`config.mk`:
```
export PLATFORM = sky130hd
export DESIGN_NAME = rstc_core
export DESIGN_NICKNAME = d
export VERILOG_FILES = /design/src/common/rstc_pkg.sv /design/src/rtl/rstc_core.sv
export SDC_FILE = /design/constraint.sdc
export NUM_CORES = 1
export LEC_CHECK = 0
export BUFFER_PORTS_ARGS = -buffer_cell sky130_fd_sc_hd__buf_2
export CAP_MARGIN = 20
export CORE_MARGIN = 2
export CORE_UTILIZATION = 44
export DETAILED_ROUTE_END_ITERATION = 10
export GPL_TIMING_DRIVEN = 0
export PLACE_DENSITY = 0.75
export SYNTH_ARGS = -nofsm -noshare
export SYNTH_HDL_FRONTEND = slang
export SYNTH_SLANG_ARGS = --single-unit
```
`constraint.sdc`:
```
create_clock -name clk_in -period 1.3 [get_ports clk_in]
set_input_delay 0.065 -clock clk_in [delete_from_list [all_inputs] [get_ports clk_in]]
set_output_delay 0.065 -clock clk_in [all_outputs]
set_load 0.005 [all_outputs]
```
`src/common/rstc_pkg.sv`:
```
// Package with constants and carriers for the reset source and trim word block
package rstc_pkg;
    // ----------------------------------------
    // Trim word location and layout
    // ----------------------------------------
    localparam logic [13:0] RSTC_TRIM_ADDR = 14'h2008;
    localparam logic [13:0] RSTC_CFG_LO = 14'h2000;
    localparam logic [13:0] RSTC_CFG_HI = 14'h3FFF;
    localparam int RSTC_TRIM_W = 14;
    localparam int RSTC_OSC_LSB = 6;
    localparam int RSTC_POR_LSB = 3;
    localparam int RSTC_BOD_LSB = 0;
    localparam logic [13:0] RSTC_TRIM_RST = 14'h0000;
    // Synchroniser reset: pin bit (bit 3) idles high
    localparam logic [5:0] RSTC_SYNC_RST = 6'h08;
    // ----------------------------------------
    // Glitch filter timing
    // ----------------------------------------
    localparam int RSTC_FILT_NS = 2000;
    localparam int RSTC_CLK_NS = 25;
    localparam int RSTC_FILT_CYC = (RSTC_FILT_NS + RSTC_CLK_NS - 1) / RSTC_CLK_NS;
    localparam logic [7:0] RSTC_FILT_MAX = 8'(RSTC_FILT_CYC);

    typedef enum logic [2:0] {
        RSTC_CAUSE_NONE,
        RSTC_CAUSE_POR,
        RSTC_CAUSE_WDT_RUN,
        RSTC_CAUSE_WDT_SLEEP,
        RSTC_CAUSE_PIN_RUN,
        RSTC_CAUSE_PIN_SLEEP,
        RSTC_CAUSE_BOD
    } rstc_cause_e;

    typedef struct packed {
        logic [6:0] osc_freq_trim;
        logic [1:0] por_threshold_trim;
        logic [2:0] brownout_threshold_trim;
    } rstc_trim_s;

    typedef struct packed {
        logic timeout_flag;
        logic powerdown_flag;
    } rstc_flags_s;
endpackage

```
`src/rtl/rstc_core.sv`:
```
// Reset cause logic, pin filter and factory trim word storage
// Notes on behaviour
// - One trim word keeps the brown-out, power-on and oscillator factory values.
// - The trim word sits at configuration address 2008h.
// - Configuration space 2000h to 3FFFh answers only in programming mode.
// - A device erase leaves the trim word untouched.
// - Six reset causes are told apart.
// - Some registers are never reset and keep their value over all resets.
// - Most registers reset on power-on, pin, watchdog and brown-out resets.
// - A watchdog wake-up from sleep loads no reset values.
// - Timeout and power-down flags follow the reset cause.
// - Short glitches on the reset pin are filtered out.
// - Power-on detect holds reset until the supply is good.
// - With brown-out detect enabled, reset holds until the threshold is met.
// - A watchdog reset never drives the reset pin low.
// - With the pin option cleared, reset is tied inactive and a pull-up is on.
// - The pin option does not affect serial programming.
`timescale 1ns/1ps
module rstc_core (
    input wire logic clk_in,
    input wire logic arst_n_in,
    input wire logic supply_ok_in,
    input wire logic brownout_ok_in,
    input wire logic brownout_detect_en_in,
    input wire logic external_reset_pin_in,
    input wire logic external_reset_pin_select_in,
    input wire logic watchdog_timeout_in,
    input wire logic sleep_in,
    input wire logic prog_mode_in,
    input wire logic [13:0] prog_addr_in,
    input wire logic prog_rd_in,
    input wire logic prog_trim_wr_in,
    input wire logic prog_erase_in,
    input wire logic [13:0] prog_wdata_in,
    output logic [13:0] prog_rdata_out,
    output logic prog_rvalid_out,
    output rstc_pkg::rstc_trim_s trim_out,
    output rstc_pkg::rstc_flags_s flags_out,
    output rstc_pkg::rstc_cause_e cause_out,
    output logic core_reset_out,
    output logic wake_out,
    output logic pin_pullup_en_out,
    output logic pin_drive_out,
    output logic pin_drive_en_out
);
    import rstc_pkg::*;

    // ----------------------------------------
    // Input synchronisers
    // ----------------------------------------
    // Supply, brown-out, pin, watchdog, sleep and mode, msb first
    logic [5:0] sync_raw;
    logic [5:0] sync1_q;
    logic [5:0] sync1_d;
    logic [5:0] sync2_q;
    logic [5:0] sync2_d;
    always_comb begin
        sync_raw = {supply_ok_in, brownout_ok_in, external_reset_pin_in,
                    watchdog_timeout_in, sleep_in, prog_mode_in};
        sync1_d = sync_raw;
        // Only the second stage is read by logic
        sync2_d = sync1_q;
    end
    always_ff @(posedge clk_in or negedge arst_n_in) begin
        if (!arst_n_in) begin
            // Pin bit idles high so the filter sees no false press
            sync1_q <= RSTC_SYNC_RST;
            sync2_q <= RSTC_SYNC_RST;
        end else begin
            sync1_q <= sync1_d;
            sync2_q <= sync2_d;
        end
    end

    logic supply_ok;
    logic bod_ok;
    logic pin_raw;
    logic wdt_to;
    logic asleep;
    logic prog_mode;
    assign supply_ok = sync2_q[5];
    assign bod_ok = sync2_q[4];
    assign pin_raw = sync2_q[3];
    assign wdt_to = sync2_q[2];
    assign asleep = sync2_q[1];
    assign prog_mode = sync2_q[0];

    // ----------------------------------------
    // Pin glitch filter
    // ----------------------------------------
    logic pin_lvl;
    logic [7:0] filt_cnt_q, filt_cnt_d;
    logic pin_filt_q, pin_filt_d;
    always_comb begin
        // Tied inactive when the pin option is cleared
        pin_lvl = external_reset_pin_select_in ? pin_raw : 1'b1;
        filt_cnt_d = 8'h00;
        pin_filt_d = pin_filt_q;
        if (pin_lvl != pin_filt_q) begin
            if (filt_cnt_q == RSTC_FILT_MAX - 8'h01) begin
                pin_filt_d = pin_lvl;
            end else begin
                filt_cnt_d = filt_cnt_q + 8'h01;
            end
        end
    end
    always_ff @(posedge clk_in or negedge arst_n_in) begin
        if (!arst_n_in) begin
            filt_cnt_q <= 8'h00;
            pin_filt_q <= 1'b1;
        end else begin
            filt_cnt_q <= filt_cnt_d;
            pin_filt_q <= pin_filt_d;
        end
    end

    // ----------------------------------------
    // Core reset request
    // ----------------------------------------
    logic rst_q;
    logic rst_d;
    logic hold;
    logic bod_low;
    always_comb begin
        bod_low = brownout_detect_en_in && !bod_ok;
        hold = !supply_ok || bod_low;
        // Watchdog reset stays internal; pin never driven
        rst_d = hold || !pin_filt_q || (wdt_to && !asleep);
    end
    always_ff @(posedge clk_in or negedge arst_n_in) begin
        // Core held in reset while the async reset is low
        if (!arst_n_in) begin
            rst_q <= 1'b1;
        end else begin
            rst_q <= rst_d;
        end
    end

    // ----------------------------------------
    // Reset cause and flags
    // ----------------------------------------
    logic por_q;
    logic por_d;
    logic wake_q;
    logic wake_d;
    rstc_cause_e cause_q;
    rstc_cause_e cause_d;
    rstc_flags_s flags_q;
    rstc_flags_s flags_d;
    always_comb begin
        por_d = por_q;
        cause_d = cause_q;
        flags_d = flags_q;
        wake_d = 1'b0;
        if (!supply_ok) begin
            // Power-on restarts the episode
            por_d = 1'b1;
            cause_d = RSTC_CAUSE_POR;
            flags_d.timeout_flag = 1'b1;
            flags_d.powerdown_flag = 1'b1;
        end else if (bod_low) begin
            // A brown-out inside a power-on episode stays a power-on
            if (!por_q) begin
                cause_d = RSTC_CAUSE_BOD;
                flags_d.timeout_flag = 1'b1;
                flags_d.powerdown_flag = 1'b1;
            end
        end else if (!pin_filt_q) begin
            // Cause latched once per reset episode
            if (!rst_q) begin
                cause_d = asleep ? RSTC_CAUSE_PIN_SLEEP : RSTC_CAUSE_PIN_RUN;
                if (asleep) begin
                    flags_d.timeout_flag = 1'b1;
                    flags_d.powerdown_flag = 1'b0;
                end
            end
        end else if (wdt_to && !rst_q) begin
            flags_d.timeout_flag = 1'b0;
            if (asleep) begin
                // Wake-up resumes execution, no register reset
                cause_d = RSTC_CAUSE_WDT_SLEEP;
                flags_d.powerdown_flag = 1'b0;
                wake_d = 1'b1;
            end else begin
                cause_d = RSTC_CAUSE_WDT_RUN;
            end
        end else begin
            // Supply good and no request: episode over
            por_d = 1'b0;
        end
    end
    always_ff @(posedge clk_in or negedge arst_n_in) begin
        if (!arst_n_in) begin
            por_q <= 1'b1;
            wake_q <= 1'b0;
            cause_q <= RSTC_CAUSE_POR;
            flags_q <= '{timeout_flag: 1'b1, powerdown_flag: 1'b1};
        end else begin
            por_q <= por_d;
            wake_q <= wake_d;
            cause_q <= cause_d;
            flags_q <= flags_d;
        end
    end

    // ----------------------------------------
    // Trim word, reachable only when programming
    // ----------------------------------------
    // Never cleared by any reset cause or erase
    logic [13:0] trim_q;
    logic [13:0] trim_d;
    logic [13:0] rdata_q;
    logic [13:0] rdata_d;
    logic rvalid_q;
    logic rvalid_d;
    logic in_cfg;
    logic at_trim;
    logic trim_wr;
    always_comb begin
        in_cfg = prog_addr_in >= RSTC_CFG_LO && prog_addr_in <= RSTC_CFG_HI;
        at_trim = prog_addr_in == RSTC_TRIM_ADDR;
        // Erase held with a write blocks the write
        trim_wr = prog_trim_wr_in && at_trim && !prog_erase_in;
        trim_d = trim_q;
        rdata_d = 14'h0000;
        rvalid_d = 1'b0;
        // Serial programming path ignores the pin option
        if (prog_mode && in_cfg) begin
            if (trim_wr) begin
                trim_d = prog_wdata_in;
                // Unused bits always read zero
                trim_d[13] = 1'b0;
                trim_d[5] = 1'b0;
            end
            if (prog_rd_in) begin
                rvalid_d = 1'b1;
                // Other configuration words read zero
                rdata_d = at_trim ? trim_q : 14'h0000;
            end
        end
    end
    always_ff @(posedge clk_in or negedge arst_n_in) begin
        if (!arst_n_in) begin
            rdata_q <= 14'h0000;
            rvalid_q <= 1'b0;
        end else begin
            rdata_q <= rdata_d;
            rvalid_q <= rvalid_d;
        end
    end
    always_ff @(posedge clk_in) begin
        trim_q <= trim_d;
    end

    // ----------------------------------------
    // Outputs
    // ----------------------------------------
    logic pullup_q;
    logic pullup_d;
    logic drive_q;
    logic drive_d;
    logic drive_en_q;
    logic drive_en_d;
    always_comb begin
        pullup_d = !external_reset_pin_select_in;
        // Pin stays an input; no reset cause ever pulls it low
        drive_d = 1'b0;
        drive_en_d = 1'b0;
    end
    always_ff @(posedge clk_in or negedge arst_n_in) begin
        if (!arst_n_in) begin
            pullup_q <= 1'b0;
            drive_q <= 1'b0;
            drive_en_q <= 1'b0;
        end else begin
            pullup_q <= pullup_d;
            drive_q <= drive_d;
            drive_en_q <= drive_en_d;
        end
    end

    // Trim fields unpacked at their stored positions
    logic [6:0] osc_field;
    logic [1:0] por_field;
    logic [2:0] bod_field;
    assign osc_field = trim_q[RSTC_OSC_LSB +: 7];
    assign por_field = trim_q[RSTC_POR_LSB +: 2];
    assign bod_field = trim_q[RSTC_BOD_LSB +: 3];

    assign prog_rdata_out = rdata_q;
    assign prog_rvalid_out = rvalid_q;
    assign trim_out = '{osc_freq_trim: osc_field, por_threshold_trim: por_field,
                        brownout_threshold_trim: bod_field};
    assign flags_out = flags_q;
    assign cause_out = cause_q;
    assign core_reset_out = rst_q;
    assign wake_out = wake_q;
    assign pin_pullup_en_out = pullup_q;
    assign pin_drive_out = drive_q;
    assign pin_drive_en_out = drive_en_q;
endmodule

```
== Yosys cells after proc, flatten, opt, wreduce, memory -nomap -nowiden ==
Index checks and enable logic that the tools add are counted.
Storage, ports and cells
  register bits after elaboration: 57
  input bits: 41
Operators by class
  $add $sub $neg: 1
  order comparisons: 2
  eq/ne operators: 11
  multiplexer cells: 33
  reductions and logical operators: 23
Operators by type and width (number)
  two-way mux 13 bit: 2
  two-way mux 3 bit: 6
  two-way mux 8 bit: 2
  two-way mux 1 bit: 15
  == test 14 bit, second input constant: 1
  greater-or-equal comparator 14 bit, second input constant: 1
  less-or-equal comparator 14 bit, second input constant: 1
  two-way mux 14 bit: 1
  two-way mux 2 bit: 7
  adder 8 x 1 -> 8 bit, second input constant: 1
  == test 8 x 7 -> 1 bit, second input constant: 1
  != test 4 x 2 -> 1 bit, second input constant: 2
  AND reduction 4 bit: 2
  logical AND 1 bit: 7
  zero test 1 bit: 7
  AND reduction 3 bit: 2
  != test 2 bit, second input constant: 2
  != test 4 x 3 -> 1 bit, second input constant: 1
  AND reduction 2 bit: 2
  logical OR 1 bit: 3
  != test 3 x 2 -> 1 bit, second input constant: 1
  != test 3 bit, second input constant: 1
  != test 2 x 1 -> 1 bit, second input constant: 1
  != test 1 bit: 1

== Longest topological paths before layout ==
  depth in word-level cells: 6
  gate-level depth with buffers: 4
  gate-level depth less buffers: 4

== Worst setup path before layout ==
OpenSTA, ideal clock, no wires.
  path type: input -> register
  start point: input port prog_addr_in[0]
  end point: register trim_q[0] (enable)
  setup time: 0.380 ns
  data arrival time: 1.307 ns
  data required time: 0.920 ns
  slack: -0.388 ns
  cell stages on the path: 4
  buffers on the path: 1
  cell sequence: nor4b_1 nand4_1 buf_2 nor2_1
On the way
  word-level cells in the longest chain between the ends: 4
  elaborated cells between the ends (all ways): 8
Ends and longest elaborated chain
  start, declared: line rstc_core.sv:30  | input wire logic [13:0] prog_addr_in,
  greater-or-equal comparator 14 bit, or another cell as far along: line rstc_core.sv:220  | in_cfg = prog_addr_in >= RSTC_CFG_LO && prog_addr_in <= RSTC_CFG_HI;
  logical AND 1 bit (on tied branches): line rstc_core.sv:220, rstc_core.sv:223
  logical AND 1 bit (on tied branches): line rstc_core.sv:228, rstc_core.sv:223
  AND reduction 2 bit (no source line) *
  end signal, assigned: line rstc_core.sv:252  | trim_q <= trim_d;
  end, declared: line rstc_core.sv:210  | logic [13:0] trim_q;
Every way passes the cells marked *; elsewhere a longest branch is shown, timed or not.
A chain may end at the register's enable or synchronous reset.

== Worst setup path in the final report ==
  start point: register filt_cnt_q[4]
  end point: register pin_filt_q
On the way
  word-level cells in the longest chain between the ends: 2
Ends and longest elaborated chain
  start, declared: line rstc_core.sv:92  | logic [7:0] filt_cnt_q, filt_cnt_d;
  start signal, assigned: line rstc_core.sv:112  | filt_cnt_q <= filt_cnt_d;
  == test 8 x 7 -> 1 bit: line rstc_core.sv:100  | if (filt_cnt_q == RSTC_FILT_MAX - 8'h01) begin
  AND reduction 2 bit (no source line)
  end signal, assigned: line rstc_core.sv:113  | pin_filt_q <= pin_filt_d;
  end, declared: line rstc_core.sv:93  | logic pin_filt_q, pin_filt_d;
Every way passes these cells.

==> run summary <==
N_diodes = 0
Min Tclk post-route = 1.35 ns
First-pass GRT wire length = 6.67 mm
Total grt overflow = 0
Cts bufs inserted = 5
Slew Viols, Final = 0
Synth Register Bits = 55
Post-Syn Instances = 154
Clock slew at reported path FFs = 0.10 ns
Unrepaired setup endpoints after global routing = yes
Share of layout cells above drive strength 1 = 0.483
Global-route usage over all layers = 0.166
Status = complete, but fails checks
EDFF count, synth = 12
TritonRoute pass-1 iters = 4
Top post-synthesis cells by area = dfrtp_1 (41%), edfxtp_1 (17%), dfstp_2 (9.9%)
Largest net degree at the start of global routing = 44
Initial antenna violation count = 0
Placed inst area = 2590 um2
WP data arrival = 1.59 ns
Remaining DRCs = 0
Mapped Area = 2110 um2
Leakage = 1.38 nW
WS Path Type = reg2reg
Worst slew margin = 0.411
Mux share of post-synthesis cell area = 0.00533
Via density = 4.93
CP cell instances = nor4b_4 > and2b_2 > mux2_4
Fin area = 2970 um2
# port buffers = 71
Worst Hold Slack = 0.0916 ns
Delay-heaviest family, CP = simple AND/OR/NAND/NOR gates
Die span in x = 73.3 um
Clk sinks = 55
Power Density = 1080 nW/um2
Combinational power share = 0.090
CTS tree = yes
CTS H-Tree Depth = 2
CP Data Required Time = 1.53 ns
Core ar. = 4690 um2
Placed Cells = 282
Post-synthesis async set-or-reset flop share = 0.782
Tcrit/Tclk final = 1.04
CP peak stage delay = 0.44 ns
Crit-path max FO = 4
I/O pin count = 78
Sw frac = 0.237
Buffers & Inverters on Critical Path = 0
1st-iter DRT viols = 69
Setup WS post-layout = -0.0541 ns
Skew final = 0.00619 ns
Critical Path Sink Type = flip-flop
Int Pwr = 0.00245 W
Clock power frac = 0.309
Synth warn = 0
Via count = 1553
Wire length per cell = 13.4 um
Utilization after layout = 0.633
Pre-CTS setup slack = -0.277 ns
MaxCap Viol Count = 0
Die Height = 73.3 um
Nets@finish = 302
Mean post-synth cell area = 13.7 um2
Final Hold Fails = 0
Synth Area in Adders = 0.00592
Post-Layout Cell Count = 315
Final Wtd Congestion = 0.755
Dominant cell type by area after synthesis = dfrtp_1
Setup violators final = 2
Area grow syn2layout = 40.5%
Worst slew pin tran = 0.883 ns
Seq/Total Area, Yosys = 0.684
Post-synth top flop = dfrtp_1
Final ANT Viol Nets = 0
Post-DP HPWL = 2.69 mm
Max IR drop VDD = 0.000915 V
Initial Utilization = 0.451
Slowest stage cell, crit path = dfrtp_2
Compound-Gate Fraction of Synth Area = 0.0751
Violated checks = negative setup slack
Post-synthesis simple-gate area fraction = 0.167
Cell variety after synth = 43
Clk_lat worst skew = 0.30 ns
Min-Delay Path Class = in2reg
Net Switching = 0.000761 W
Total Die Area = 5380 um2
Flop pwr share = 0.600
Synth Area in XOR/XNOR = 0.0118
Startpoint types = flip-flop
Post-Route WL = 4.21 mm
Largest family of logic cells by synthesized area = simple AND/OR/NAND/NOR gates
Root buf cell = clkbuf_8
Site Rows = 25
Fmax = 738 MHz
Vias in the first global route = 1453
Area share of the largest cell type after synthesis = 0.414
Maximum root-to-sink buffer count = 2
logic make-up after synthesis:
family | count (synthesis)
DFF | 55
and+or+nand+nor | 50
buffers and inverters | 23
AOI/OAI and AO/OA | 21
xor gates and xnor gates | 2
adders and majority gates | 1
other | 1
muxes | 1
synth_stat cells (2+ instances only):
cell	count
nand4_1	4
or3_1	4
nor3_1	4
edfxtp_1	12
o311a_1	2
buf_4	4
nor2b_1	2
nand3_1	3
buf_2	2
nor3b_1	2
nor4b_1	2
dfrtp_1	35
a311oi_1	2
nor3_2	9
nand2_1	3
o21ai_0	5
inv_1	17
nor4_1	2
nand2b_1	4
dfstp_2	8
nor2_1	4
a21oi_1	3
timing repair:
item | in CTS | in global routing
setup endpoints to repair | 4 | 18
hold buffers | 20 | 0
gates resized for setup | 6 | 4
buffers inserted | 3 | 2
gates cloned | 0 | 0
pin swaps | 0 | 5
endpoints found under the hold margin | 54 | 0
per-layer routing:
| metal | global-route usage | up-vias | routed length [um] |
|---|---|---|---|
| met5 | 0 | - | 0 |
| met4 | 0.0485 | 0 | 48 |
| met3 | 0.0658 | 8 | 350 |
| met2 | 0.299 | 66 | 2240 |
| met1 | 0.180 | 729 | 1570 |
| li1 | - | 750 | - |
final cells by class:
class	count	area, um2
Buffer	6	42.5
Clock buffer	6	82.6
Clock inverter	2	20.0
Fill cell	342	1720
Inverter	17	63.8
Multi-Input combinational cell	79	636
Sequential cell	55	1450
Tap cell	54	67.6
Timing Repair Buffer	96	606
power groups by stage:
stage	Sequential (W)	Combinational (W)	Clock [W]
after floorplan	0.00194	0.000130	0
after global placement	0.00195	0.000225	0
after detailed placement	0.00196	0.000232	0
after CTS	0.00193	0.000285	0.00103
after global routing	0.00194	0.000322	0.00111
final	0.00193	0.000290	0.000994
placed cells by master (no fill, tap or decap), drive strengths merged, types with 2 or more instances in the layout:
master	Yosys	layout
a211oi	2	2
a21oi	3	3
a311oi	2	2
and3	2	2
buf	6	82
clkbuf	0	6
conb	1	4
dfrtp	35	35
dfstp	8	8
dlygate4sd3	0	20
edfxtp	12	12
inv	17	18
nand2	3	3
nand2b	4	4
nand3	4	4
nand4	4	4
nor2	4	4
nor2b	2	2
nor3	13	13
nor3b	2	2
nor4	2	2
nor4b	3	3
o21ai	5	5
o311a	2	2
or3	4	4
xnor2	2	2
flip-flops by register name, indices dropped and copies added (netlist names), 2 cells and up:
register,count
prog_rdata_out,12
filt_cnt_q,8
flags_out,2
sync1_q,6
cause_out,3
sync2_q,6
trim_q,12
path summary, 6_finish.rpt:
check | slack, ns | end | cells after the start | startpoint
worst max-delay path | -0.05 | pin_filt_q$_DFFE_PN1P_ | 3 | filt_cnt_q[4]$_DFF_PN0_
worst min-delay path | 0.09 | prog_rdata_out[1]$_DFF_PN0_ | 4 | prog_addr_in[7]
worst max register to register | -0.05 | pin_filt_q$_DFFE_PN1P_ | 3 | filt_cnt_q[4]$_DFF_PN0_
worst min register to register | 0.35 | sync2_q[0]$_DFF_PN0_ | 0 | sync1_q[0]$_DFF_PN0_
max in group asynchronous | 0.28 | filt_cnt_q[0]$_DFF_PN0_ | 2 | arst_n_in
min in group asynchronous | 0.41 | prog_rdata_out[11]$_DFF_PN0_ | 2 | arst_n_in
worst min-delay path, stage by stage:
cell	delay [ns]
buf_2	0.08
nor2_1	0.04
nand4_1	0.12
nor3_1	0.06
through the flow:
| stage | power, W | setup TNS [ns] |
|---|---|---|
| after floorplan | 0.00207 | -0.0100 |
| after global placement | 0.00218 | -3.15 |
| after detailed placement | 0.00219 | -3.55 |
| after CTS | 0.00324 | -0.0580 |
| after global routing | 0.00337 | -0.245 |
| final | 0.00321 | -0.0915 |
No activity file was read; power rests on OpenSTA's default activity.
